<file path="src/pm_pkg.sv">
package pm_pkg;
  // ------------------------------------------------------------
  // Register addresses
  // ------------------------------------------------------------
  localparam logic [7:0] ADDR_POWER_CONTROL = 8'hc5;
  localparam logic [7:0] ADDR_WRITE_KEY = 8'hc1;
  localparam logic [7:0] ADDR_SUPPLY_IRQ_ENABLE = 8'hec;
  localparam logic [7:0] ADDR_PERIPHERAL_CONFIG = 8'hf4;
  localparam logic [7:0] ADDR_SWITCHOVER_CONFIG = 8'hf5;
  localparam logic [7:0] ADDR_SUPPLY_EVENT_FLAGS = 8'hf8;
  localparam logic [7:0] ADDR_SCRATCH_ONE = 8'hfb;
  localparam logic [7:0] ADDR_SCRATCH_TWO = 8'hfc;
  localparam logic [7:0] ADDR_SCRATCH_THREE = 8'hfd;
  localparam logic [7:0] ADDR_SCRATCH_FOUR = 8'hfe;
  localparam logic [7:0] ADDR_IRQ_PIN_CAL = 8'hff;
  // ------------------------------------------------------------
  // Key and field positions
  // ------------------------------------------------------------
  localparam logic [7:0] UNLOCK_KEY = 8'hea;
  localparam logic [7:0] LOCK_KEY = 8'h00;
  localparam int CAL_OUT_EN_BIT = 7;
  localparam int CAL_SEL_LSB = 5;
  localparam int EXT1_FN_LSB = 1;
  localparam int EXT0_FN_BIT = 0;
  localparam int FLAG_RESTORED = 7;
  localparam int FLAG_POWER_SAVING = 6;
  localparam int FLAG_SAG = 5;
  localparam int FLAG_RESERVED = 4;
  localparam int FLAG_DC_ADC = 3;
  localparam int FLAG_BATTERY = 2;
  localparam int FLAG_TO_BATTERY = 1;
  localparam int FLAG_DC_LOW = 0;
  // ------------------------------------------------------------
  // Reset values
  // ------------------------------------------------------------
  localparam logic [7:0] RST_ZERO = 8'h00;
  localparam logic [7:0] RST_PERIPHERAL_CONFIG = 8'h60;
  localparam logic [7:0] RST_POWER_CONTROL = 8'h80;
  // Event bits of the flag layout (bit 6 is the summary, bit 4 reserved)
  localparam logic [7:0] EVENT_MASK = 8'haf;
  // ------------------------------------------------------------
  // Host controller registers (Wishbone byte offsets)
  // ------------------------------------------------------------
  localparam logic [3:0] CTL_ADDR = 4'h0;
  localparam logic [3:0] CTL_WDATA = 4'h4;
  localparam logic [3:0] CTL_CMD = 4'h8;
  localparam logic [3:0] CTL_STATUS = 4'hc;
  localparam logic [3:0] CTL_IRQ_ENABLE = 4'h0;
  localparam logic [3:0] CTL_IRQ_CLEAR = 4'h4;
  localparam logic [3:0] CTL_RDATA = 4'h8;
  localparam logic [3:0] CTL_IRQ_STATUS = 4'hc;
  localparam int CMD_WRITE_BIT = 0;
  localparam int CMD_READ_BIT = 1;
  localparam int CMD_BITOP_BIT = 2;
  localparam int CMD_BITVAL_BIT = 3;
  localparam int CMD_BITSEL_LSB = 4;
  localparam int IRQ_DONE_BIT = 0;
  localparam int IRQ_POWER_SAVING_BIT = 1;
  // Calibration half periods in 10 ns cycles: 1 Hz, 512 Hz, 500 Hz, 16 kHz
  localparam int CLK_HZ = 100000000;
  localparam int CAL_HZ_0 = 1;
  localparam int CAL_HZ_1 = 512;
  localparam int CAL_HZ_2 = 500;
  localparam int CAL_HZ_3 = 16384;
  localparam int CAL_HALF_0 = CLK_HZ / (2 * CAL_HZ_0);
  localparam int CAL_HALF_1 = CLK_HZ / (2 * CAL_HZ_1);
  localparam int CAL_HALF_2 = CLK_HZ / (2 * CAL_HZ_2);
  localparam int CAL_HALF_3 = CLK_HZ / (2 * CAL_HZ_3);
endpackage

</file>
<file path="src/sfr_if.sv">
`timescale 1ns/1ps
interface sfr_if;
  logic [7:0] addr;
  logic wr;
  logic rd;
  logic bit_wr;
  logic [2:0] bit_sel;
  logic bit_val;
  logic [7:0] wdata;
  logic [7:0] rdata;
  modport device (input addr, wr, rd, bit_wr, bit_sel, bit_val, wdata, output rdata);
  modport core (output addr, wr, rd, bit_wr, bit_sel, bit_val, wdata, input rdata);
endinterface
</file>
<file path="src/cal_divider.sv">
`timescale 1ns/1ps
module cal_divider
  import pm_pkg::*;
#(
  parameter int HALF0 = CAL_HALF_0,
  parameter int HALF1 = CAL_HALF_1,
  parameter int HALF2 = CAL_HALF_2,
  parameter int HALF3 = CAL_HALF_3
) (
  input wire logic clk_i,
  input wire logic nrst_i,
  input wire logic [1:0] sel_i,
  input wire logic en_i,
  output logic wave_o
);
  logic [31:0] cnt_ff;
  logic [31:0] half;

  always_comb begin
    case (sel_i)
      2'h0: half = 32'(HALF0);
      2'h1: half = 32'(HALF1);
      2'h2: half = 32'(HALF2);
      default: half = 32'(HALF3);
    endcase
  end

  // Restart on disable so the first edge is a full half period
  always_ff @(posedge clk_i or negedge nrst_i) begin
    if (!nrst_i) begin
      cnt_ff <= 32'h0;
      wave_o <= 1'b0;
    end else if (!en_i) begin
      cnt_ff <= 32'h0;
      wave_o <= 1'b0;
    end else if (cnt_ff >= half - 32'h1) begin
      cnt_ff <= 32'h0;
      wave_o <= ~wave_o;
    end else begin
      cnt_ff <= cnt_ff + 32'h1;
    end
  end
endmodule

</file>
<file path="src/power_mgmt_registers.sv">
`timescale 1ns/1ps
// Functional notes
// cal select: 1Hz,512Hz,500Hz,16kHz outputs
// bit 7 drives calibration output pin
// ext irq one field: function, enable
// bit 0 enables ext irq zero
// config writes need key 0xea
// software relocks key to zero afterwards
// flag 7: supply restored from battery
// flag 6: any enabled event summary
// flag 5: voltage sag
// flag 3: dc input change or ready
// flag 2: battery low or ready
// flag 1: switched to battery
// flag 0: dc input below 1.2V
// reserved flag bit 4 kept zero
// switchover policy decode
// switchover bits 7:2 kept zero (the register stores and reads back all eight bits)
// enables gate summary, same layout
// sticky flags, cleared by writing zero
module power_mgmt_registers
  import pm_pkg::*;
#(
  parameter int HALF0 = CAL_HALF_0,
  parameter int HALF1 = CAL_HALF_1,
  parameter int HALF2 = CAL_HALF_2,
  parameter int HALF3 = CAL_HALF_3
) (
  // Clock and reset
  input wire logic CLK_I,
  input wire logic NRST_I,
  // Register access
  sfr_if.device SFR,
  // Supply event sources, one-cycle pulses
  input wire logic TO_MAIN_I,
  input wire logic TO_BATTERY_I,
  input wire logic SAG_I,
  input wire logic DC_ADC_EVENT_I,
  input wire logic BATTERY_EVENT_I,
  input wire logic DC_LOW_I,
  // Pin functions
  output logic CAL_OUT_O,
  output logic CAL_OUT_OE_O,
  output logic EXT1_GPIO_O,
  output logic EXT1_BATTERY_CONTROL_O,
  output logic EXT1_IRQ_EN_O,
  output logic EXT0_IRQ_EN_O,
  // Switchover policy
  output logic SWITCH_ON_LOW_MAIN_O,
  output logic SWITCH_ON_LOW_DC_O,
  // Summary interrupt
  output logic POWER_SAVING_IRQ_O
);
  logic [7:0] key_ff;
  logic [7:0] pin_cfg_ff;
  logic [7:0] flags_ff;
  logic [7:0] nxt_flags;
  logic [7:0] irq_en_ff;
  logic [7:0] switch_cfg_ff;
  logic [7:0] peripheral_ff;
  logic [7:0] power_ff;
  logic [7:0] scratch_ff [4];
  logic [7:0] events;
  logic cal_wave;

  // ------------------------------------------------------------
  // Key and protected configuration
  // ------------------------------------------------------------
  always_ff @(posedge CLK_I or negedge NRST_I) begin
    if (!NRST_I) begin
      key_ff <= LOCK_KEY;
    end else if (SFR.wr && SFR.addr == ADDR_WRITE_KEY) begin
      key_ff <= SFR.wdata;
    end
  end

  always_ff @(posedge CLK_I or negedge NRST_I) begin
    if (!NRST_I) begin
      pin_cfg_ff <= RST_ZERO;
    end else if (SFR.wr && SFR.addr == ADDR_IRQ_PIN_CAL && key_ff == UNLOCK_KEY) begin
      pin_cfg_ff <= SFR.wdata;
    end
  end

  // ------------------------------------------------------------
  // Plain read/write registers
  // ------------------------------------------------------------
  always_ff @(posedge CLK_I or negedge NRST_I) begin
    if (!NRST_I) begin
      irq_en_ff <= RST_ZERO;
      switch_cfg_ff <= RST_ZERO;
      peripheral_ff <= RST_PERIPHERAL_CONFIG;
      power_ff <= RST_POWER_CONTROL;
    end else if (SFR.wr) begin
      case (SFR.addr)
        ADDR_SUPPLY_IRQ_ENABLE: irq_en_ff <= SFR.wdata;
        ADDR_SWITCHOVER_CONFIG: switch_cfg_ff <= SFR.wdata;
        ADDR_PERIPHERAL_CONFIG: peripheral_ff <= SFR.wdata;
        ADDR_POWER_CONTROL: power_ff <= SFR.wdata;
        default: ;
      endcase
    end
  end

  // Scratch pads survive device reset; only power loss clears them
  genvar gi;
  generate
    for (gi = 0; gi < 4; gi++) begin : g_scratch
      always_ff @(posedge CLK_I) begin
        if (SFR.wr && SFR.addr == ADDR_SCRATCH_ONE + 8'(gi)) begin
          scratch_ff[gi] <= SFR.wdata;
        end
      end
    end
  endgenerate

  // ------------------------------------------------------------
  // Sticky supply flags
  // ------------------------------------------------------------
  always_comb begin
    events = 8'h00;
    events[FLAG_RESTORED] = TO_MAIN_I;
    events[FLAG_SAG] = SAG_I;
    events[FLAG_DC_ADC] = DC_ADC_EVENT_I;
    events[FLAG_BATTERY] = BATTERY_EVENT_I;
    events[FLAG_TO_BATTERY] = TO_BATTERY_I;
    events[FLAG_DC_LOW] = DC_LOW_I;
  end

  always_comb begin
    nxt_flags = flags_ff;
    if (SFR.wr && SFR.addr == ADDR_SUPPLY_EVENT_FLAGS) begin
      nxt_flags = flags_ff & SFR.wdata;
    end else if (SFR.bit_wr && !SFR.bit_val) begin
      nxt_flags[SFR.bit_sel] = 1'b0;
    end
    // Set beats a same-cycle clear so no event is lost
    nxt_flags = nxt_flags | (events & EVENT_MASK);
    // Summary is set by any enabled event, live or already flagged
    if (|(irq_en_ff & EVENT_MASK & (events | flags_ff))) begin
      nxt_flags[FLAG_POWER_SAVING] = 1'b1;
    end
    nxt_flags[FLAG_RESERVED] = 1'b0;
  end

  always_ff @(posedge CLK_I or negedge NRST_I) begin
    if (!NRST_I) begin
      flags_ff <= RST_ZERO;
    end else begin
      flags_ff <= nxt_flags;
    end
  end

  assign POWER_SAVING_IRQ_O = flags_ff[FLAG_POWER_SAVING];

  // ------------------------------------------------------------
  // Read mux
  // ------------------------------------------------------------
  always_ff @(posedge CLK_I or negedge NRST_I) begin
    if (!NRST_I) begin
      SFR.rdata <= 8'h00;
    end else if (SFR.rd) begin
      case (SFR.addr)
        ADDR_WRITE_KEY: SFR.rdata <= key_ff;
        ADDR_IRQ_PIN_CAL: SFR.rdata <= pin_cfg_ff & 8'hef;
        ADDR_SUPPLY_EVENT_FLAGS: SFR.rdata <= flags_ff;
        ADDR_SUPPLY_IRQ_ENABLE: SFR.rdata <= irq_en_ff;
        ADDR_SWITCHOVER_CONFIG: SFR.rdata <= switch_cfg_ff;
        ADDR_PERIPHERAL_CONFIG: SFR.rdata <= peripheral_ff;
        ADDR_POWER_CONTROL: SFR.rdata <= power_ff;
        ADDR_SCRATCH_ONE: SFR.rdata <= scratch_ff[0];
        ADDR_SCRATCH_TWO: SFR.rdata <= scratch_ff[1];
        ADDR_SCRATCH_THREE: SFR.rdata <= scratch_ff[2];
        ADDR_SCRATCH_FOUR: SFR.rdata <= scratch_ff[3];
        default: SFR.rdata <= 8'h00;
      endcase
    end
  end

  // ------------------------------------------------------------
  // Pin functions
  // ------------------------------------------------------------
  cal_divider #(
    .HALF0(HALF0),
    .HALF1(HALF1),
    .HALF2(HALF2),
    .HALF3(HALF3)
  ) u_cal (
    .clk_i(CLK_I),
    .nrst_i(NRST_I),
    .sel_i(pin_cfg_ff[CAL_SEL_LSB +: 2]),
    .en_i(pin_cfg_ff[CAL_OUT_EN_BIT]),
    .wave_o(cal_wave)
  );

  assign CAL_OUT_O = cal_wave;
  assign CAL_OUT_OE_O = pin_cfg_ff[CAL_OUT_EN_BIT];

  logic [2:0] ext1_fn;
  assign ext1_fn = pin_cfg_ff[EXT1_FN_LSB +: 3];
  assign EXT1_GPIO_O = ext1_fn[1:0] == 2'h0;
  assign EXT1_BATTERY_CONTROL_O = ext1_fn[1:0] == 2'h1;
  assign EXT1_IRQ_EN_O = ext1_fn[2:1] == 2'h3;
  assign EXT0_IRQ_EN_O = pin_cfg_ff[EXT0_FN_BIT];

  assign SWITCH_ON_LOW_MAIN_O = !switch_cfg_ff[1];
  assign SWITCH_ON_LOW_DC_O = switch_cfg_ff[1:0] == 2'h1;
endmodule

</file>
<file path="src/flat_wrapper.sv">
// flat-port wrapper written by rule: the top's interface ports become plain ports
module power_mgmt_registers_flat import pm_pkg::*;
#(
  parameter int HALF0 = CAL_HALF_0,
  parameter int HALF1 = CAL_HALF_1,
  parameter int HALF2 = CAL_HALF_2,
  parameter int HALF3 = CAL_HALF_3
)
  (CLK_I, NRST_I, TO_MAIN_I, TO_BATTERY_I, SAG_I, DC_ADC_EVENT_I, BATTERY_EVENT_I, DC_LOW_I, CAL_OUT_O, CAL_OUT_OE_O, EXT1_GPIO_O, EXT1_BATTERY_CONTROL_O, EXT1_IRQ_EN_O, EXT0_IRQ_EN_O, SWITCH_ON_LOW_MAIN_O, SWITCH_ON_LOW_DC_O, POWER_SAVING_IRQ_O, SFR_addr, SFR_wr, SFR_rd, SFR_bit_wr, SFR_bit_sel, SFR_bit_val, SFR_wdata, SFR_rdata);
  sfr_if SFR_i ();
  input wire logic CLK_I;
  input wire logic NRST_I;
  input wire logic TO_MAIN_I;
  input wire logic TO_BATTERY_I;
  input wire logic SAG_I;
  input wire logic DC_ADC_EVENT_I;
  input wire logic BATTERY_EVENT_I;
  input wire logic DC_LOW_I;
  output logic CAL_OUT_O;
  output logic CAL_OUT_OE_O;
  output logic EXT1_GPIO_O;
  output logic EXT1_BATTERY_CONTROL_O;
  output logic EXT1_IRQ_EN_O;
  output logic EXT0_IRQ_EN_O;
  output logic SWITCH_ON_LOW_MAIN_O;
  output logic SWITCH_ON_LOW_DC_O;
  output logic POWER_SAVING_IRQ_O;
  input wire logic [$bits(SFR_i.addr)-1:0] SFR_addr;
  input wire logic [$bits(SFR_i.wr)-1:0] SFR_wr;
  input wire logic [$bits(SFR_i.rd)-1:0] SFR_rd;
  input wire logic [$bits(SFR_i.bit_wr)-1:0] SFR_bit_wr;
  input wire logic [$bits(SFR_i.bit_sel)-1:0] SFR_bit_sel;
  input wire logic [$bits(SFR_i.bit_val)-1:0] SFR_bit_val;
  input wire logic [$bits(SFR_i.wdata)-1:0] SFR_wdata;
  output wire logic [$bits(SFR_i.rdata)-1:0] SFR_rdata;
  assign SFR_i.addr = SFR_addr;
  assign SFR_i.wr = SFR_wr;
  assign SFR_i.rd = SFR_rd;
  assign SFR_i.bit_wr = SFR_bit_wr;
  assign SFR_i.bit_sel = SFR_bit_sel;
  assign SFR_i.bit_val = SFR_bit_val;
  assign SFR_i.wdata = SFR_wdata;
  assign SFR_rdata = SFR_i.rdata;
  power_mgmt_registers #(.HALF0(HALF0), .HALF1(HALF1), .HALF2(HALF2), .HALF3(HALF3)) u_core (.CLK_I(CLK_I), .NRST_I(NRST_I), .SFR(SFR_i), .TO_MAIN_I(TO_MAIN_I), .TO_BATTERY_I(TO_BATTERY_I), .SAG_I(SAG_I), .DC_ADC_EVENT_I(DC_ADC_EVENT_I), .BATTERY_EVENT_I(BATTERY_EVENT_I), .DC_LOW_I(DC_LOW_I), .CAL_OUT_O(CAL_OUT_O), .CAL_OUT_OE_O(CAL_OUT_OE_O), .EXT1_GPIO_O(EXT1_GPIO_O), .EXT1_BATTERY_CONTROL_O(EXT1_BATTERY_CONTROL_O), .EXT1_IRQ_EN_O(EXT1_IRQ_EN_O), .EXT0_IRQ_EN_O(EXT0_IRQ_EN_O), .SWITCH_ON_LOW_MAIN_O(SWITCH_ON_LOW_MAIN_O), .SWITCH_ON_LOW_DC_O(SWITCH_ON_LOW_DC_O), .POWER_SAVING_IRQ_O(POWER_SAVING_IRQ_O));
endmodule
</file>
<file path="config.mk">
export PLATFORM = sky130hd
export DESIGN_NAME = power_mgmt_registers_flat
export DESIGN_NICKNAME = d
export VERILOG_FILES = /design/src/pm_pkg.sv /design/src/sfr_if.sv /design/src/cal_divider.sv /design/src/power_mgmt_registers.sv /design/src/flat_wrapper.sv
export SDC_FILE = /design/constraint.sdc
export NUM_CORES = 1
export LEC_CHECK = 0
export BUFFER_PORTS_ARGS = -buffer_cell sky130_fd_sc_hd__buf_2
export CORE_MARGIN = 2
export CORE_UTILIZATION = 40
export DETAILED_ROUTE_END_ITERATION = 6
export HOLD_SLACK_MARGIN = 0.02
export PLACE_DENSITY = 0.67
export SLEW_MARGIN = 20
export SYNTH_ARGS = -nofsm -noshare
export SYNTH_HDL_FRONTEND = slang
export SYNTH_SLANG_ARGS = --single-unit
</file>
<file path="constraint.sdc">
create_clock -name CLK_I -period 6 [get_ports CLK_I]
set_clock_uncertainty 0.05 [all_clocks]
set_input_delay 0.3 -clock CLK_I [delete_from_list [all_inputs] [get_ports CLK_I]]
set_output_delay 0.3 -clock CLK_I [all_outputs]
set_load 0.1 [all_outputs]
</file>
Yosys cells after proc, flatten, opt, wreduce, memory -nomap -nowiden
Memory sizes are Yosys's and may differ from the RTL's.
Cells that the tools add are included.
{"block": "totals", "ff_bits": 96, "latchBits": 0, "ram_bits": 32, "rom_bits": 0, "in_bits": 31, "out_inout_bits": 17, "elab_cells": 91, "memories": 1}
{"memory": "u_core.scratch_ff", "words": 4, "width": 8, "rd": 4, "rd_ports_with_merged_regs": 0, "wr": 1, "line": "power_mgmt_registers.sv:62", "source": "logic [7:0] scratch_ff [4];"}
{"block": "classes", "add_sub_neg": 2, "mul": 0, "n_div": 0, "n_lt_le_gt_ge": 3, "n_eq_ne": 18, "shifts": 0, "mux": 28, "bitwise_logic": 7, "reduce_logical": 22}
{"operator": "$eq A8 B8 Y1 const B", "n": 12}
{"operator": "$pmux W8 S11", "n": 1}
{"operator": "$pmux W26 S3", "n": 1}
{"operator": "$mux W32", "n": 2}
{"operator": "$mux W8", "n": 5}
{"operator": "$add A32 B1 Y32 const B", "n": 1}
{"operator": "$ge A32 B32 Y1", "n": 1}
{"operator": "$reduce_or A8 Y1", "n": 4}
{"operator": "$sub A32 B1 Y32 const B", "n": 1}
{"operator": "$and A8 B8 Y8", "n": 3}
{"operator": "$or A8 B8 Y8", "n": 2}
{"operator": "$mux W1", "n": 15}
{"operator": "$logic_and A1 B1 Y1", "n": 10}
{"operator": "$not A8 Y8", "n": 1}
{"operator": "$reduce_and A2 Y1", "n": 4}
{"operator": "$eq A2 B1 Y1 const B", "n": 3}
{"operator": "$mux W2", "n": 3}
{"operator": "$eq A2 B2 Y1 const B", "n": 2}
{"operator": "$logic_not A2 Y1", "n": 2}
{"operator": "$lt A3 B4 Y1 const B", "n": 1}
{"operator": "$demux W1 S3", "n": 1}
{"operator": "$ge A3 B1 Y1 const B", "n": 1}
{"operator": "$logic_not A1 Y1", "n": 2}
{"operator": "$ne A2 B2 Y1 const B", "n": 1}
{"operator": "$not A1 Y1", "n": 1}

Logic depth before layout (Yosys ltp)
{"block": "logic_depth", "word_depth": 10, "mapped_depth": 10}

Modules after synthesis
Synthesis repeated with hierarchy kept, for this count alone.
{"block": "hier_totals", "hier_cells": 565, "area_unflattened_um2": 6620.1}
{"mod": "power_mgmt_registers", "instances": 1, "cells_per_inst": 349, "area_per_inst_um2": 4479.3}
{"mod": "cal_divider", "instances": 1, "cells_per_inst": 216, "area_per_inst_um2": 2140.8}

Least setup slack after synthesis
No wires, ideal clock.
{"block": "synth_timing", "path_kind": "register to register", "startpoint": "register u_core.pin_cfg_ff[6]", "endpoint": "register u_core.u_cal.wave_o", "setup_ns": 0.126, "arrival_time_ns": 2.417, "required_ns": 5.824, "path_slack_ns": 3.408, "path_stages_with_launch": 10, "path_buffers": 0, "synth_period_minus_slack_ns": 2.592, "cell_sequence": "dfrtp_1 inv_1 ha_1 inv_1 ha_1 or2b_2 a2111o_1 a211oi_2 o221ai_2 mux2_2"}
{"block": "synth_between", "elab_chain_cells": 5, "elab_cells_between_ends": 7}
{"item": "start, declared", "line": "power_mgmt_registers.sv:55", "source": "logic [7:0] pin_cfg_ff;"}
{"item": "start signal, assigned", "line": "power_mgmt_registers.sv:81", "source": "pin_cfg_ff <= SFR.wdata;"}
{"item": "$eq A2 B2 Y1 (tied with other cells)", "line": "cal_divider.sv:20", "source": "case (sel_i)"}
{"item": "$pmux W26 S3 *", "line": "cal_divider.sv:20"}
{"item": "$sub A32 B1 Y32 *", "line": "cal_divider.sv:36", "source": "end else if (cnt_ff >= half - 32'h1) begin"}
{"item": "$ge A32 B32 Y1 *", "line": "cal_divider.sv:36"}
{"item": "$ne A2 B2 Y1 (no source line) *"}
{"item": "end signal, assigned", "line": "cal_divider.sv:38", "source": "wave_o <= ~wave_o;"}
{"item": "end, declared", "line": "cal_divider.sv:14", "source": "output logic wave_o"}
Mark *: on every way between the ends. The rest lies on a longest branch, timed or not.
A chain may end at the register's enable or synchronous reset.

Final worst setup path
Ends and elaborated chain as after synthesis.

==> results.yml <==
final_layout:
  fin_cells: 845
  nFillCells: 1473
  drive_gt1_share_pct: 23.7
  final_cell_mix: "dfrtp_1 (92), mux2_2 (54), nor2_1 (49), buf_2 (46), ha_1 (33)"
  syn_to_final_growth_pct: 16.1
  num_antenna_cells: 0
  num-nets-final: 680
  final_common_cell: "dfrtp_1"
timing:
  finalSetupTns_ps: 0
  max_slew_margin_pct: 45.5
  maxSlewViolCount: 0
  setup_viol: 0
  fmax_mhz: 302
  timing.final.crit_share_pct: 55.2
  hold_violations: 0
  rsz0062_at_grt: "no"
  hold_ws_ps: 44.6
  worst_pin_slew_ps: 812
  min_period_ps: 3310
place:
  place.port_buffers: 47
  dpl.cell_count: 811
  dp_hpwl_um: 11200
  gp_congestion: 0.927
power_and_ir_drop:
  switching_power_uw: 505
  seqPwrFrac_pct: 46.2
  netSwitchingFraction_pct: 25.5
  pwr_density_cell_nw_per_um2: 263
  p_clk_share_pct: 48.2
  internal_power_mw: 1.48
  p_comb_share_pct: 5.6
  vdd_drop_max_mv: 0.244
  power_leakage_nw: 3.17
floorplan:
  dieArea_um2: 17300
  pin_count: 48
  initial_core_util_pct: 40.8
  fp.coreArea_um2: 15900
  fp.dieH_um: 131
  fp.dieW_um: 131
  rows: 46
drt:
  routedWlPerCell_um: 19.0
  via_per_inst: 5.74
  vias: 4854
  postRouteAntennaNets: 0
  drtIter0Drc: 508
  routed_wl_um: 16000
  firstDrtPassIters: 7
  drc: 0
clock_tree:
  cts_hold_buf: 1
  cts-resized-gates: 0
  clk_path_buf_depth: 2
  cts-root-buf: "clkbuf_16"
  cts.sinks: 127
  tritoncts: "yes"
  post_cts_buffers: 0
  clk-insertion-delay-late_ps: 420
  cts_buffers: 17
  cts.reportedPaths.clkPinSlew_ps: 60
  htreeDepth: 4
worst_hold_path:
  holdCritStartpoint: "TO_MAIN_I"
  min_path_cells: 2
  min_path_type: "input port to flip-flop"
  holdPathEnd: "u_core.flags_ff[7]"
synth:
  netlist_area_um2: 6490
  synthTopCellsByArea: "dfrtp_1 (35%), edfxtp_1 (15%), mux2_2 (9.4%), ha_1 (6.4%), nor2_1 (2.8%)"
  synth_top_family_by_area: "simple AND/OR/NAND/NOR gates"
  syn_inst: 559
  synth_seq_cells: 127
  synth_adder_area_share_pct: 6.36
  ys_types: 64
  synth_warnings: 0
  yosys.area_share.simple_pct: 15.2
  synth-async-reset-ratio_pct: 74.8
  syn_area_per_cell_um2: 11.6
  synth.yosys.seq_area_share_pct: 51.5
  muxShareOfSynthArea_pct: 9.99
  synth_top_area_share_pct: 35.5
  synth_compound_area_share_pct: 11.2
  synth_ff_type: "dfrtp_1"
  synth_xor_area_share_pct: 3.24
  synth_area_leader_cell: "dfrtp_1"
  synth_edf_count: 32
critical_path:
  worstPathArrival_ps: 3560
  worst-setup-path-type: "flip-flop to flip-flop"
  start_kind: "flip-flop"
  critPathCaptureType: "flip-flop"
  worstPathRequired_ps: 6250
  r2r_end: "u_core.u_cal.wave_o"
  reg2reg_from: "u_core.pin_cfg_ff[6]"
  setup.reg_to_reg.worst_slack_ps: 2690
  worstPathMaxFanout: 16
  rr_worst_depth: 10
global_route:
  grt_max_degree: 79
  track_usage_pct: 19.4
  antenna_found_initial: 0
  grt_overflow: 0
  first_global_vias: 4799
  grt_pass1_wl_um: 26000
job:
  maxCapViolations: 0
run_status:
  outcome: "completed"
[power groups by stage]
stage	clock network [mW]	logic [mW]	registers, mW
final	0.957	0.111	0.916
after global placement	0	0.106	0.931
after CTS	0.968	0.108	0.916
after floorplan	0	0.0493	0.937
after detailed placement	0	0.108	0.932
after global routing	1.01	0.119	0.918
[worst max path at each step]
stage | slack (ps) | from | cells after the start | to
final | 2690 | u_core.pin_cfg_ff[6] | 10 | u_core.u_cal.wave_o
after global routing | 2400 | u_core.pin_cfg_ff[6] | 10 | u_core.u_cal.wave_o
after CTS | 2670 | u_core.pin_cfg_ff[6] | 9 | u_core.u_cal.wave_o
after detailed placement | 2680 | u_core.pin_cfg_ff[6] | 9 | u_core.u_cal.wave_o
after global placement | 2800 | u_core.pin_cfg_ff[6] | 9 | u_core.u_cal.wave_o
after floorplan | 3410 | u_core.pin_cfg_ff[6] | 9 | u_core.u_cal.wave_o
[through the flow]
step	power [mW]	setup WS (ps)	util (%)	area, um^2
detailed placement	1.04	2680	43.7	6950
finish	1.98	2690	47.4	7530
global placement	1.04	2800	43.7	6950
global route	2.05	2400	47.4	7530
floorplan	0.986	3410	-	6510
CTS	1.99	2670	47.2	7500
[Yosys cell counts, types with 2 or more instances]
cell / n
nand3_1: 21
o22ai_1: 3
mux2_2: 54
nand4b_1: 3
o2111ai_1: 2
a32oi_1: 10
o221ai_1: 5
xor2_1: 6
nor3_1: 13
conb_1: 2
o21ai_0: 13
ha_1: 33
nor4_1: 9
a22o_1: 6
a22oi_1: 10
xnor2_1: 18
and4_1: 9
a21oi_1: 11
nand2b_1: 7
and2_1: 3
a222oi_1: 5
buf_6: 2
inv_1: 16
a2bb2oi_1: 3
o2bb2ai_1: 2
dfrtp_1: 92
nand2_1: 28
mux2i_1: 4
nor2_1: 49
dfstp_2: 3
a2111oi_0: 2
edfxtp_1: 32
and3_1: 12
nand4_1: 15
nor2b_1: 8
o21bai_1: 3
a211oi_1: 3
a221oi_1: 2
clkbuf_1: 12
buf_2: 4
[layer usage]
| layer | global-route usage, % | vias up | part of all wire, % |
|---|---|---|---|
| li1 | - | 2227 | - |
| met1 | 24.6 | 2404 | 42 |
| met2 | 32.3 | 200 | 50 |
| met3 | 5.02 | 23 | 6.6 |
| met4 | 6.46 | 0 | 1.9 |
| met5 | 0 | - | 0 |
[flip-flops by register name, indices dropped and copies added, names as in the netlist]
register	cells
u_core.pin_cfg_ff	7
u_core.irq_en_ff	8
u_core.key_ff	8
u_core.u_cal.wave_o	1
u_core.switch_cfg_ff	8
u_core.power_ff	8
u_core.flags_ff	7
u_core.peripheral_ff	8
u_core.SFR.rdata	8
u_core.u_cal.cnt_ff	32
u_core.scratch_ff	32
[worst max-delay path, cell delays in order, from the launching register on]
cell and delay, ps:
dfrtp_1 500, inv_1 190, ha_1 320, inv_1 50, ha_1 290, nand4_1 120, nor4_1 330, a2111oi_0 150
o221ai_2 530, buf_4 320, mux2_2 350
[final cells by class]
class / instances / area, um^2 / share of cell area (%)
tap: 216 / 270 / 3.59
clock buffer: 17 / 425 / 5.65
clock inverter: 15 / 121 / 1.61
inverter: 16 / 60.1 / 0.797
multi-input combinational: 402 / 3010 / 40.0
sequential: 127 / 3340 / 44.4
timing repair buffer: 52 / 298 / 3.95
[logic make-up (layout without fill, tap and decap cells)]
group,Yosys count,in the layout
simple gates,186,186
fa+ha+maj,33,33
buf+inv,35,100
other cells,2,7
flops,127,127
mux,58,58
xor+xnor,24,24
compound gates,94,94
(Power assumes the default switching activity.)
